===== src/sacc_consts.svh =====
// Purpose: constants for the converter control block
// Assumes: 8-bit register port, one system clock
// Notes: offsets are byte indices on the register port
//
// Operation
// [RULE_01] 10-bit result by successive approximation
// [RULE_02] selections reach analog only when enabled
// [RULE_03] right-aligned result, left when selected
// [RULE_04] low-byte read locks data until high read
// [RULE_05] flag still sets when result discarded
// [RULE_06] software reads low byte before high
// [RULE_07] start bit reads one while converting
// [RULE_08] channel change waits for running conversion
// [RULE_09] free-running restarts back to back
// [RULE_10] prescaler runs only while enabled
// [RULE_11] start at next converter clock edge
// [RULE_12] sample at 1.5 or 13.5 cycles
// [RULE_13] 13 cycles normal, 25 first conversion
// [RULE_14] completion writes data, sets flag, clears start
// [RULE_15] differential aligns to half-rate clock
// [RULE_16] free-running differential restarts take 14
// [RULE_17] channel field picks single or differential
// [RULE_18] ground and bandgap selectable single inputs
// [RULE_19] reference select picks supply, 2.56V, none
// [RULE_20] software keeps converter clock 50-200kHz
// [RULE_21] selections buffered, frozen during conversion
// [RULE_22] interrupt while flag and enable set
// [RULE_23] prescaler codes are power-of-two divides
`ifndef SACC_CONSTS_SVH
`define SACC_CONSTS_SVH

`define SACC_OFS_RES_LOW 2'h0
`define SACC_OFS_RES_HIGH 2'h1
`define SACC_OFS_CTRL 2'h2
`define SACC_OFS_CHAN 2'h3

`define SACC_CTRL_ENABLE 7
`define SACC_CTRL_START 6
`define SACC_CTRL_FREERUN 5
`define SACC_CTRL_FLAG 4
`define SACC_CTRL_IRQEN 3
`define SACC_CTRL_PS_HI 2
`define SACC_CTRL_PS_LO 0

`define SACC_CHAN_REF_HI 7
`define SACC_CHAN_REF_LO 6
`define SACC_CHAN_LEFT 5
`define SACC_CHAN_SEL_HI 4
`define SACC_CHAN_SEL_LO 0

`define SACC_RESET_BYTE 8'h00
`define SACC_CHAN_DIFF_FIRST 5'h08
`define SACC_CHAN_BANDGAP 5'h1E
`define SACC_CHAN_GROUND 5'h1F

`define SACC_LEN_NORMAL 5'h0D
`define SACC_LEN_FIRST 5'h19
`define SACC_LEN_DIFF 5'h0E
`define SACC_SMP_NORMAL 5'h01
`define SACC_SMP_FIRST 5'h0D
`define SACC_SMP_DIFF 5'h02
`define SACC_SAR_MSB 4'h9

`endif


===== src/sacc_pkg.sv =====
// Purpose: types for the converter control block
// Assumes: nothing beyond the constants header
// Notes: state codes are one-hot
package sacc_pkg;
    typedef enum logic [2:0] {
        SACC_IDLE = 3'h1,
        SACC_ARMED = 3'h2,
        SACC_CONV = 3'h4
    } sacc_state_t;
endpackage : sacc_pkg

===== src/sacc_conv_ctrl.sv =====
// Purpose: control logic of a 10-bit successive-approximation converter
// Assumes: comparatorHigh comes from the analog comparator, asynchronous
// Notes: converter clock is a one-cycle enable from the prescaler
`timescale 1ns/100ps
`include "sacc_consts.svh"

module sacc_conv_ctrl #(
    parameter int PS_WIDTH = 7,
    parameter int RES_WIDTH = 10
) (
    input wire logic clk_sys,
    input wire logic rstn,
    input wire logic [1:0] regAddr,
    input wire logic [7:0] regWrData,
    input wire logic regWrite,
    input wire logic regRead,
    output logic [7:0] regRdData,
    input wire logic irqAck,
    output logic convIrq,
    input wire logic comparatorHigh,
    output logic analogEnable,
    output logic [1:0] referenceSelect,
    output logic [4:0] channelGainSelect,
    output logic differentialMode,
    output logic gainBypass,
    output logic sampleHold,
    output logic [RES_WIDTH-1:0] dacCode,
    output logic halfRateConverterClock,
    output logic converterTick
);

    ////////////////////////////////////////////////////////////////////
    // helpers

    // prescaler tap: codes 0 and 1 both divide by two
    function automatic logic [PS_WIDTH-1:0] tapMask(input logic [2:0] sel);
        logic [2:0] div;
        div = (sel == 3'h0) ? 3'h1 : sel;
        tapMask = PS_WIDTH'((1 << div) - 1);
    endfunction : tapMask

    function automatic logic isDiff(input logic [4:0] chan);
        isDiff = (chan >= `SACC_CHAN_DIFF_FIRST) &&
            (chan < `SACC_CHAN_BANDGAP);
    endfunction : isDiff

    function automatic logic [15:0] alignResult(
        input logic [RES_WIDTH-1:0] res,
        input logic left
    );
        alignResult = left ? {res, 6'h00} : {6'h00, res};
    endfunction : alignResult

    ////////////////////////////////////////////////////////////////////
    // registers

    logic enable_ff;
    logic startBit_ff;
    logic freeRun_ff;
    logic flag_ff;
    logic irqEn_ff;
    logic [2:0] psSel_ff;
    logic [1:0] refTmp_ff;
    logic leftAdj_ff;
    logic [4:0] chanTmp_ff;
    logic [1:0] refAct_ff;
    logic [4:0] chanAct_ff;
    logic [RES_WIDTH-1:0] result_ff;
    logic lock_ff;
    logic [7:0] rdData_ff;
    logic [PS_WIDTH-1:0] psCnt_ff;
    logic halfClk_ff;
    logic compMeta_ff;
    logic compSync_ff;
    sacc_pkg::sacc_state_t state_ff;
    logic [4:0] cyc_ff;
    logic [4:0] len_ff;
    logic [4:0] smp_ff;
    logic firstDone_ff;
    logic sampled_ff;
    logic [RES_WIDTH-1:0] sar_ff;
    logic [RES_WIDTH-1:0] trial_ff;

    ////////////////////////////////////////////////////////////////////
    // decode

    wire logic wrCtrl = regWrite && (regAddr == `SACC_OFS_CTRL);
    wire logic wrChan = regWrite && (regAddr == `SACC_OFS_CHAN);
    wire logic rdLow = regRead && (regAddr == `SACC_OFS_RES_LOW);
    wire logic rdHigh = regRead && (regAddr == `SACC_OFS_RES_HIGH);
    wire logic startReq = wrCtrl && regWrData[`SACC_CTRL_START];
    wire logic startOk = startReq && regWrData[`SACC_CTRL_ENABLE];
    wire logic [15:0] aligned = alignResult(result_ff, leftAdj_ff); // [RULE_03]
    wire logic [7:0] ctrlView = {enable_ff, startBit_ff, freeRun_ff,
        flag_ff, irqEn_ff, psSel_ff};
    wire logic [7:0] chanView = {refTmp_ff, leftAdj_ff, chanTmp_ff};
    logic [7:0] rdMux;
    always_comb begin
        if (regAddr == `SACC_OFS_RES_LOW) begin
            rdMux = aligned[7:0];
        end else if (regAddr == `SACC_OFS_RES_HIGH) begin
            rdMux = aligned[15:8];
        end else if (regAddr == `SACC_OFS_CTRL) begin
            rdMux = ctrlView;
        end else begin
            rdMux = chanView;
        end
    end

    ////////////////////////////////////////////////////////////////////
    // prescaler and converter clock

    wire logic [PS_WIDTH-1:0] mask = tapMask(psSel_ff); // [RULE_23]
    wire logic tick = enable_ff && ((psCnt_ff & mask) == mask);

    always_ff @(posedge clk_sys or negedge rstn) begin
        if (!rstn) begin
            psCnt_ff <= '0;
            halfClk_ff <= 1'b0;
        end else if (!enable_ff) begin
            psCnt_ff <= '0; // [RULE_10]
            halfClk_ff <= 1'b0;
        end else begin
            psCnt_ff <= psCnt_ff + 1'b1; // [RULE_10]
            halfClk_ff <= halfClk_ff ^ tick; // [RULE_15]
        end
    end

    // comparator output is analog-timed, so synchronise first
    always_ff @(posedge clk_sys or negedge rstn) begin
        if (!rstn) begin
            compMeta_ff <= 1'b0;
            compSync_ff <= 1'b0;
        end else begin
            compMeta_ff <= comparatorHigh;
            compSync_ff <= compMeta_ff;
        end
    end

    ////////////////////////////////////////////////////////////////////
    // conversion sequencing

    wire logic converting = (state_ff == sacc_pkg::SACC_CONV);
    wire logic lastTick = converting && tick && (cyc_ff == len_ff - 5'h01);
    wire logic finalCycle = converting && (cyc_ff == len_ff - 5'h01);
    wire logic restart = lastTick && freeRun_ff; // [RULE_09]
    wire logic chanDiff = isDiff(chanAct_ff);
    wire logic [4:0] offs = cyc_ff - smp_ff - 5'h01;
    wire logic [3:0] bitIdx = `SACC_SAR_MSB - offs[3:0];
    wire logic inTrials = converting && (cyc_ff > smp_ff) &&
        (offs < 5'(RES_WIDTH));

    // length and sample point chosen at the converter edge that starts
    logic [4:0] nxt_len;
    logic [4:0] nxt_smp;
    always_comb begin
        if (!firstDone_ff && !restart) begin
            nxt_len = `SACC_LEN_FIRST; // [RULE_13]
            nxt_smp = `SACC_SMP_FIRST; // [RULE_12]
        end else if (chanDiff && (restart || halfClk_ff)) begin
            nxt_len = `SACC_LEN_DIFF; // [RULE_15] [RULE_16]
            nxt_smp = `SACC_SMP_DIFF;
        end else begin
            nxt_len = `SACC_LEN_NORMAL; // [RULE_13]
            nxt_smp = `SACC_SMP_NORMAL; // [RULE_12]
        end
    end

    wire logic begin_ = ((state_ff == sacc_pkg::SACC_ARMED) && tick) ||
        restart; // [RULE_11]

    always_ff @(posedge clk_sys or negedge rstn) begin
        if (!rstn) begin
            state_ff <= sacc_pkg::SACC_IDLE;
            cyc_ff <= 5'h00;
            len_ff <= `SACC_LEN_NORMAL;
            smp_ff <= `SACC_SMP_NORMAL;
            firstDone_ff <= 1'b0;
        end else if (!enable_ff) begin
            // disabling aborts and rearms the extended first conversion;
            // a start written together with enable arms at once
            state_ff <= startOk ? sacc_pkg::SACC_ARMED : sacc_pkg::SACC_IDLE;
            cyc_ff <= 5'h00;
            firstDone_ff <= 1'b0;
        end else if (begin_) begin
            state_ff <= sacc_pkg::SACC_CONV;
            cyc_ff <= 5'h00;
            len_ff <= nxt_len;
            smp_ff <= nxt_smp;
            firstDone_ff <= firstDone_ff | restart; // [RULE_16]
        end else if (lastTick) begin
            // a start landing on the completing edge must not be lost
            state_ff <= startOk ? sacc_pkg::SACC_ARMED : sacc_pkg::SACC_IDLE;
            firstDone_ff <= 1'b1;
        end else if (state_ff == sacc_pkg::SACC_IDLE && startOk) begin
            state_ff <= sacc_pkg::SACC_ARMED;
        end else if (converting && tick) begin
            cyc_ff <= cyc_ff + 5'h01;
        end
    end

    // a free-running restart also retires the extended first conversion
    ////////////////////////////////////////////////////////////////////
    // successive approximation

    always_ff @(posedge clk_sys or negedge rstn) begin
        if (!rstn) begin
            sar_ff <= '0;
            trial_ff <= '0;
            sampled_ff <= 1'b0;
        end else if (begin_ || !enable_ff) begin
            sar_ff <= '0;
            trial_ff <= '0;
            sampled_ff <= 1'b0;
        end else if (converting && tick && cyc_ff == smp_ff) begin
            sampled_ff <= 1'b1; // [RULE_12]
            trial_ff <= RES_WIDTH'(1) << `SACC_SAR_MSB; // [RULE_01]
        end else if (inTrials && tick) begin
            // keep the trial bit when input is above the DAC level
            if (compSync_ff) begin
                sar_ff[bitIdx] <= 1'b1; // [RULE_01]
            end
            trial_ff <= trial_ff >> 1;
        end
    end

    ////////////////////////////////////////////////////////////////////
    // control and status register

    always_ff @(posedge clk_sys or negedge rstn) begin
        if (!rstn) begin
            enable_ff <= 1'b0;
            freeRun_ff <= 1'b0;
            irqEn_ff <= 1'b0;
            psSel_ff <= 3'h0;
        end else if (wrCtrl) begin
            enable_ff <= regWrData[`SACC_CTRL_ENABLE];
            freeRun_ff <= regWrData[`SACC_CTRL_FREERUN];
            irqEn_ff <= regWrData[`SACC_CTRL_IRQEN];
            psSel_ff <= regWrData[`SACC_CTRL_PS_HI:`SACC_CTRL_PS_LO];
        end
    end

    // start bit: set by software, held while busy, cleared at done unless free-running
    always_ff @(posedge clk_sys or negedge rstn) begin
        if (!rstn) begin
            startBit_ff <= 1'b0;
        end else if (wrCtrl && !regWrData[`SACC_CTRL_ENABLE]) begin
            startBit_ff <= 1'b0;
        end else if (startOk) begin
            startBit_ff <= 1'b1; // [RULE_07]
        end else if (lastTick && !freeRun_ff) begin
            startBit_ff <= 1'b0; // [RULE_07] [RULE_14]
        end
    end

    // set wins over a clear arriving in the same cycle
    wire logic flagClr = irqAck ||
        (wrCtrl && regWrData[`SACC_CTRL_FLAG]); // [RULE_22]
    always_ff @(posedge clk_sys or negedge rstn) begin
        if (!rstn) begin
            flag_ff <= 1'b0;
        end else if (lastTick) begin
            flag_ff <= 1'b1; // [RULE_05] [RULE_14]
        end else if (flagClr) begin
            flag_ff <= 1'b0;
        end
    end

    ////////////////////////////////////////////////////////////////////
    // channel and reference buffering

    always_ff @(posedge clk_sys or negedge rstn) begin
        if (!rstn) begin
            refTmp_ff <= 2'h0;
            leftAdj_ff <= 1'b0;
            chanTmp_ff <= 5'h00;
        end else if (wrChan) begin
            refTmp_ff <= regWrData[`SACC_CHAN_REF_HI:`SACC_CHAN_REF_LO];
            leftAdj_ff <= regWrData[`SACC_CHAN_LEFT]; // [RULE_03]
            chanTmp_ff <= regWrData[`SACC_CHAN_SEL_HI:`SACC_CHAN_SEL_LO];
        end
    end

    // frozen from conversion start until its final cycle so the sample window stays clean
    wire logic track = !converting || finalCycle; // [RULE_21]
    always_ff @(posedge clk_sys or negedge rstn) begin
        if (!rstn) begin
            refAct_ff <= 2'h0;
            chanAct_ff <= 5'h00;
        end else if (track && !begin_) begin
            refAct_ff <= refTmp_ff; // [RULE_21]
            chanAct_ff <= chanTmp_ff; // [RULE_08]
        end
    end

    ////////////////////////////////////////////////////////////////////
    // data registers and lock

    always_ff @(posedge clk_sys or negedge rstn) begin
        if (!rstn) begin
            result_ff <= '0;
        // a low read on the completing edge locks as well
        end else if (lastTick && !lock_ff && !rdLow) begin
            result_ff <= sar_ff; // [RULE_04] [RULE_14]
        end
    end

    // lock depends on software reading low then high
    always_ff @(posedge clk_sys or negedge rstn) begin
        if (!rstn) begin
            lock_ff <= 1'b0;
        end else if (rdHigh) begin
            lock_ff <= 1'b0; // [RULE_04] [RULE_06]
        end else if (rdLow) begin
            lock_ff <= 1'b1; // [RULE_04]
        end
    end

    always_ff @(posedge clk_sys or negedge rstn) begin
        if (!rstn) begin
            rdData_ff <= `SACC_RESET_BYTE;
        end else if (regRead) begin
            rdData_ff <= rdMux;
        end else begin
            rdData_ff <= `SACC_RESET_BYTE;
        end
    end

    ////////////////////////////////////////////////////////////////////
    // outputs

    assign regRdData = rdData_ff;
    assign convIrq = flag_ff && irqEn_ff; // [RULE_22]
    assign analogEnable = enable_ff; // [RULE_02]
    assign referenceSelect = enable_ff ? refAct_ff : 2'h0; // [RULE_02] [RULE_19]
    assign channelGainSelect = enable_ff ? chanAct_ff : 5'h00; // [RULE_02]
    assign differentialMode = enable_ff && chanDiff; // [RULE_17]
    // ground and bandgap codes stay single-ended
    assign gainBypass = !differentialMode; // [RULE_17] [RULE_18]
    assign sampleHold = converting && !sampled_ff; // [RULE_12]
    assign dacCode = sar_ff | trial_ff; // [RULE_01]
    assign halfRateConverterClock = halfClk_ff; // [RULE_15]
    assign converterTick = tick; // [RULE_20]

endmodule : sacc_conv_ctrl


===== config.mk =====
export PLATFORM = sky130hd
export DESIGN_NAME = sacc_conv_ctrl
export DESIGN_NICKNAME = d
export VERILOG_FILES = /design/src/sacc_pkg.sv /design/src/sacc_conv_ctrl.sv
export VERILOG_INCLUDE_DIRS = /design/src
export SDC_FILE = /design/constraint.sdc
export NUM_CORES = 1
export LEC_CHECK = 0
export BUFFER_PORTS_ARGS = -buffer_cell sky130_fd_sc_hd__buf_2
export CAP_MARGIN = 25
export CORE_MARGIN = 3
export CORE_UTILIZATION = 39
export DETAILED_ROUTE_END_ITERATION = 10
export GPL_TIMING_DRIVEN = 0
export PLACE_DENSITY = 0.65
export SLEW_MARGIN = 5
export SYNTH_ARGS = -nofsm -noshare
export SYNTH_HDL_FRONTEND = slang
export SYNTH_SLANG_ARGS = --single-unit

===== constraint.sdc =====
create_clock -name clk_sys -period 3.5 [get_ports clk_sys]
set_clock_uncertainty 0.2 [all_clocks]
set_input_delay 0.35 -clock clk_sys [delete_from_list [all_inputs] [get_ports clk_sys]]
set_output_delay 0.35 -clock clk_sys [all_outputs]
set_load 0.05 [all_outputs]

* Yosys cells after proc, flatten, opt, wreduce, memory -nomap -nowiden
Cells that the tools add are included.
Operators by class: add/sub/neg operators 7, $lt $le $gt $ge 6, equal/unequal tests 15, shift-type cells 1, multiplexer cells 45, bitwise logic cells 5, reductions and logical operators 58
Operators by type and width (count):
- $mux W10 | 7
- $mux W5 | 7
- $mux W8 | 4
- $logic_and A1 B1 Y1 | 30
- $or A10 B10 Y10 | 2
- $mux W16 | 1
- $mux W3 | 5
- $mux W1 | 14
- $logic_not A1 Y1 | 11
- $eq A5 B5 Y1 | 2
- $reduce_bool A2 Y1 | 5
- $sub A5 B1 Y5 const B | 2
- $mux W2 | 4
- $add A7 B1 Y7 const B | 1
- $and A7 B7 Y7 | 1
- $eq A7 B7 Y1 | 1
- $mux W7 | 1
- $shl A1 B3 Y7 const A | 1
- $sub A7 B2 Y7 const B | 1
- $ne A3 B1 Y1 const B | 2
- $reduce_and A3 Y1 | 2
- $reduce_bool A3 Y1 | 2
- $add A5 B1 Y5 const B | 1
- $ge A5 B4 Y1 const B | 1
- other kinds (24) | 29
Storage, ports and cells: register bits 92, bits of input ports 16, output and inout port bits 32, logic and storage cells 163

* Depth between registers and ports, before layout
depth in word-level cells 14, depth in mapped cells 12, gate-level depth less buffers 11

* Least setup slack after synthesis
No wires, ideal clock.
kind reg2reg, start point register len_ff[0], end point register sar_ff[4], library setup time 121 ps, arrival 2505 ps, data required time 3179 ps, setup slack 674 ps, stages on the path, launching flop included 11, buffers on the path 1, clock period less this slack 2826 ps, cell sequence dfstp_2 inv_1 ha_1 inv_1 fa_1 ha_1 xor3_1 and4_1 clkbuf_1 a41oi_1 nor2_1
Between the ends: word-level cells in the longest chain between the ends 8, elaborated cells between the ends (all ways) 11, classes of those cells 1 x add/sub; 2 x eq/ne; 1 x mux; 7 x reduce/logical
Ends and longest elaborated chain:
- start, declared | RTL line sacc_conv_ctrl.sv:77 | logic [4:0] len_ff;
- start signal, assigned | RTL line sacc_conv_ctrl.sv:176 | len_ff <= `SACC_LEN_NORMAL;
- start signal, assigned | RTL line sacc_conv_ctrl.sv:188 | len_ff <= nxt_len;
- $sub A5 B1 Y5 * | RTL line sacc_conv_ctrl.sv:144 | wire logic lastTick = converting && tick && (cyc_ff == len_ff - 5'h01);
- $eq A5 B5 Y1 * | RTL line sacc_conv_ctrl.sv:144
- $logic_and A1 B1 Y1 * | RTL line sacc_conv_ctrl.sv:144
- $logic_and A1 B1 Y1 * | RTL line sacc_conv_ctrl.sv:146 | wire logic restart = lastTick && freeRun_ff;
- $logic_or A1 B1 Y1 * | RTL line sacc_conv_ctrl.sv:169 | wire logic begin_ = ((state_ff == sacc_pkg::SACC_ARMED) && tick) ||
- $logic_or A1 B1 Y1 * | RTL line sacc_conv_ctrl.sv:211 | end else if (begin_ || !enable_ff) begin
- $ne A2 B2 Y1 (no line) or $reduce_bool A2 Y1 (tied branches)
- $reduce_and A3 Y1 (no line)
- end signal, assigned | RTL line sacc_conv_ctrl.sv:208 | sar_ff <= '0;
- end signal, assigned | RTL line sacc_conv_ctrl.sv:212 | sar_ff <= '0;
- end signal, assigned by index | RTL line sacc_conv_ctrl.sv:221 | sar_ff[bitIdx] <= 1'b1;
- end, declared | RTL line sacc_conv_ctrl.sv:81 | logic [RES_WIDTH-1:0] sar_ff;
Every way passes the cells marked *; elsewhere a longest branch is shown, timed or not. A chain may end at the register's enable or synchronous reset.

* Final worst setup path
Ends and elaborated chain as after synthesis.

==> impl_summary.txt <==
----------------------------------------------------
[Status]
  Result of the run ... complete, no violations

[Global route]
  Maximum number of pins on one net before global-route repair ... 51
  Vias in the first global route ... 3294
  Combined global-route utilization of all metal layers ... 16.0%
  Antenna violations before repair ... 0
  Total overflow reported by the global router ... 0
  Wire length of the first global-routing pass ... 16300 um

[Setup path]
  CP Data Arrival Time ... between 3 and 4 ns
  Cells along the critical path ... inv_1 > ha_1 > inv_1 > fa_1 > ha_1 > xor3_1 > and4_1 > clkbuf_1 > a41oi_1 > nor2_1
  Category of the worst setup path capture point ... flop
  Type of the setup path with the least slack ... flop to flop
  Slowest-stage cell, CP ... dfstp_2
  Slowest Stage Delay on Critical Path ... ~0.56 ns
  Reg2reg setup slack ... about 0.45 ns
  Buffer and inverter count on the worst path ... 3
  Largest fanout on the critical path ... 8
  Start point of the critical path ... len_ff[0]$_DFFE_PN1P_
  R2r startpoint ... len_ff[0]$_DFFE_PN1P_
  CP startpoint kind ... flop
  Cell class contributing the biggest share of worst-path delay ... adder cells
  Req. time, crit path ... about 3.5 ns

[Cells and area]
  Final net count ... about 500
  Filler cells ... 1067
  Area growth from synthesis to layout ... 17.5%
  Diodes inserted ... 0
  Final core utilization ... 47.4%
  Multi-input combinational cell area ... around 2100 sq um
  Non-filler cells in the finished layout ... slightly above 600
  Share of cells above drive strength 1 ... between 20% and 30%
  Reg area ... 2160 sq um

[Timing]
  Final critical-path share of the clock period ... between 80% and 90%
  Max Freq ... approximately 0.33 GHz
  Summed negative setup slack over all endpoints ... 0 ns
  Transition time at the pin with the least slew margin ... 0.624 ns
  Fin. max-slew vios ... 0
  Final worst slack ... approximately 0.45 ns
  Max_slew headroom ... around three fifths
  Setup Viol. Count Final ... 0
  Hold Fails Final Rpt ... 0
  Unrepaired setup endpoints after global routing ... no
  Crit path time final ... 3.05 ns

[Routing]
  Average routed wire per standard cell ... between 15 and 20 um
  Post-detailed-route DRC marker count ... 0
  Antenna-violating nets left ... 0
  First DRT Iteration DRCs ... roughly 160
  Initial DRT Pass Iterations ... 4
  Via-to-Cell Ratio ... between 5 and 6
  Via count ... ~3200
  Detailed Route WL ... slightly below 10000 um

[Synth]
  Area share of the largest cell type after synthesis ... between 40% and 50%
  Count of state elements after synthesis ... 86
  Leading cell types by count after synthesis ... 83 x dfrtp_1, 42 x nand2_1, 33 x nor2_1
  Mapped cell area ... 4410 sq um
  Number of enable flip-flop cells after synthesis ... 0
  Net count of the mapped netlist ... roughly 450
  Average size of a mapped cell ... between 10 and 15 sq um
  Synth area leaders ... dfrtp_1 47%, mux2_2 4.6%, mux2i_1 4.1%
  Most frequently used cell type in the post-synthesis netlist ... dfrtp_1
  Count of synthesis-stage warnings from yosys ... 0
  Most area-hungry cell type in the Yosys netlist ... dfrtp_1
  Post-synthesis async set-or-reset flop share ... 100%
  Proportion of synthesized chip area in sequential cells ... 48.8%
  Number of instances in the synthesized netlist ... roughly 420
  Number of different library cells in the post-synthesis netlist ... between 50 and 60
  Flip-flop cell with the highest count after synthesis ... dfrtp_1

[Floorplanning]
  Count of pins on the block boundary ... between 40 and 50
  DIE HEIGHT ... ~110 um
  Total number of placement rows ... 38
  Starting density of the core ... 40.4%
  Floorplan die area ... 12600 sq um
  Overall die width ... 112 um
  Area of the core ... ~11000 sq um

[Clocking]
  Clk Tree Root Cell ... clkbuf_16
  CTS H-tree lvls ... 3
  Number of clock sinks seen by CTS ... 86
  Clock insertion delay at the later pin of the skew report ... around 0.34 ns
  Post-CTS clock slew at the launch and capture registers of the worst setup and hold paths ... ~0.06 ns
  Number of buffers added for setup after CTS ... 0
  CTS tree ... done
  CTS buffer count ... 9
  Max Buffers Root-to-Sink ... 2

[Power]
  Total power ... 0.00248 W
  Cell leakage power ... about 2.6 nW
  Fraction of power spent switching nets ... around 27%
  Switching power summed over all nets ... around 0.00067 W
  Fraction of power consumed by sequential logic ... between 40% and 50%
  Part of the total power dissipated in the clock network ... a little over two fifths
  Worst vdd rail ir drop ... around 0.20 mV
  Internal cell power ... between 0.0015 and 0.002 W
  Total power divided by cell area ... about 480 nW/um^2
  Part of the power in combinational logic ... 13.5%

[Hold path]
  Path class of the lowest-slack min-delay path ... primary input to flop
  Hold path start ... regWrData[2]

[Run]
  Max-cap violations ... 0

[Placement]
  Cell count after placement ... 605
  Routability congestion estimate from global placement ... around 0.9
  Count of buffers inserted at the top-level ports ... between 40 and 50
  Total half-perimeter wirelength after legalization and detailed placement ... 7130 um
  Pre-CTS WS ... about 0.46 ns

----------------------------------------------------
## registers in the layout, indices dropped and copies added (netlist names), 2 cells and up
register	flops
result_ff	10
sar_ff	10
trial_ff	10
regRdData	8
psCnt_ff	7
chanAct_ff	5
chanTmp_ff	5
cyc_ff	5
len_ff	3
psSel_ff	3
state_ff	3
refAct_ff	2
refTmp_ff	2
## cell type report
class | count | area share, %
Multi-Input combinational cell | 298 | 40.5
Timing Repair Buffer | 48 | 5.31
Sequential cell | 86 | 41.5
Clock inverter | 5 | 1.57
Inverter | 15 | 1.09
Tap cell | 140 | 3.38
Clock buffer | 11 | 4.68
Buffer | 20 | 1.93
## final timing paths
check	to	cells after the start
max	sar_ff[4]$_DFFE_PN0P_	10
min	psSel_ff[2]$_DFFE_PN0P_	3
max reg2reg	sar_ff[4]$_DFFE_PN0P_	10
min reg2reg	compSync_ff$_DFF_PN0_	0
max in group asynchronous	state_ff[0]$_DFFE_PN1P_	3
min in group asynchronous	psCnt_ff[1]$_DFF_PN0_	2
## cell usage in the layout (no fill, tap or decap), drive strengths merged, types with 2 or more instances in the layout
cell type | netlist | layout
a211oi | 2 | 2
a21boi | 2 | 2
a21oi | 11 | 11
a221o | 2 | 2
a221oi | 3 | 3
a31oi | 6 | 6
a41oi | 2 | 2
and2 | 17 | 17
and3 | 5 | 5
buf | 8 | 54
bufinv | 0 | 2
clkbuf | 12 | 23
dfrtp | 83 | 83
dfstp | 3 | 3
dlygate4sd3 | 0 | 2
ha | 9 | 9
inv | 15 | 16
mux2 | 28 | 28
mux2i | 18 | 18
nand2 | 42 | 42
nand2b | 4 | 4
nand3 | 12 | 12
nand3b | 2 | 2
nand4 | 6 | 6
nor2 | 33 | 33
nor2b | 19 | 19
nor3 | 6 | 6
nor4 | 2 | 2
o21a | 6 | 6
o21ai | 13 | 13
o32ai | 2 | 2
or2 | 11 | 11
or3 | 3 | 3
xnor2 | 8 | 8
xor2 | 7 | 7
## worst reg2reg max path, cell delays in order, from the launching register on
cell      delay [ns]
dfstp_2         0.56
inv_1           0.06
ha_1            0.21
inv_1           0.08
fa_1            0.47
ha_1            0.31
xor3_1          0.36
and4_1          0.20
clkbuf_1        0.19
a41oi_1         0.24
nor2_1          0.06
## power groups by stage
stage / clock (W) / combinational (W) / sequential (W)
detailed placement: 0 / 0.000339 / 0.00113
CTS: 0.00105 / 0.000342 / 0.00111
global route: 0.00109 / 0.000372 / 0.00112
global placement: 0 / 0.000329 / 0.00113
finish: 0.00103 / 0.000336 / 0.00111
floorplan: 0 / 0.000212 / 0.00114
## per-stage QoR
| step | hold slack, ns | area (sq um) |
|---|---|---|
| floorplan | -0.146 | 4410 |
| global placement | 0.149 | 4810 |
| detailed placement | 0.137 | 4840 |
| CTS | 0.0186 | 5190 |
| global route | 0.0221 | 5190 |
| finish | 0.0238 | 5190 |
## kinds of logic (layout without fill, tap and decap cells)
family	Yosys count	in the layout	synth area share, %
xor+xnor	16	16	3.51
compound gates	58	58	9.10
buf+inv	35	99	3.54
simple gates	168	168	19.9
fa+ha+maj	10	10	3.00
flops	86	86	48.8
mux	46	46	12.1
## layer usage
layer  vias up  track usage [%]  part of all wire (%)
met3        12             2.48                   2.8
met5         -                0                     0
met2        46             26.5                    49
met1      1598             21.4                    46
li1       1576                -                     -
met4         0             5.53                   1.7
## what timing repair did
action                                 in CTS  in global routing
gates resized for setup                     0                  0
endpoints found under the hold margin      35                  0
hold buffers                                2                  0
Power figures use the tool's default switching activity.
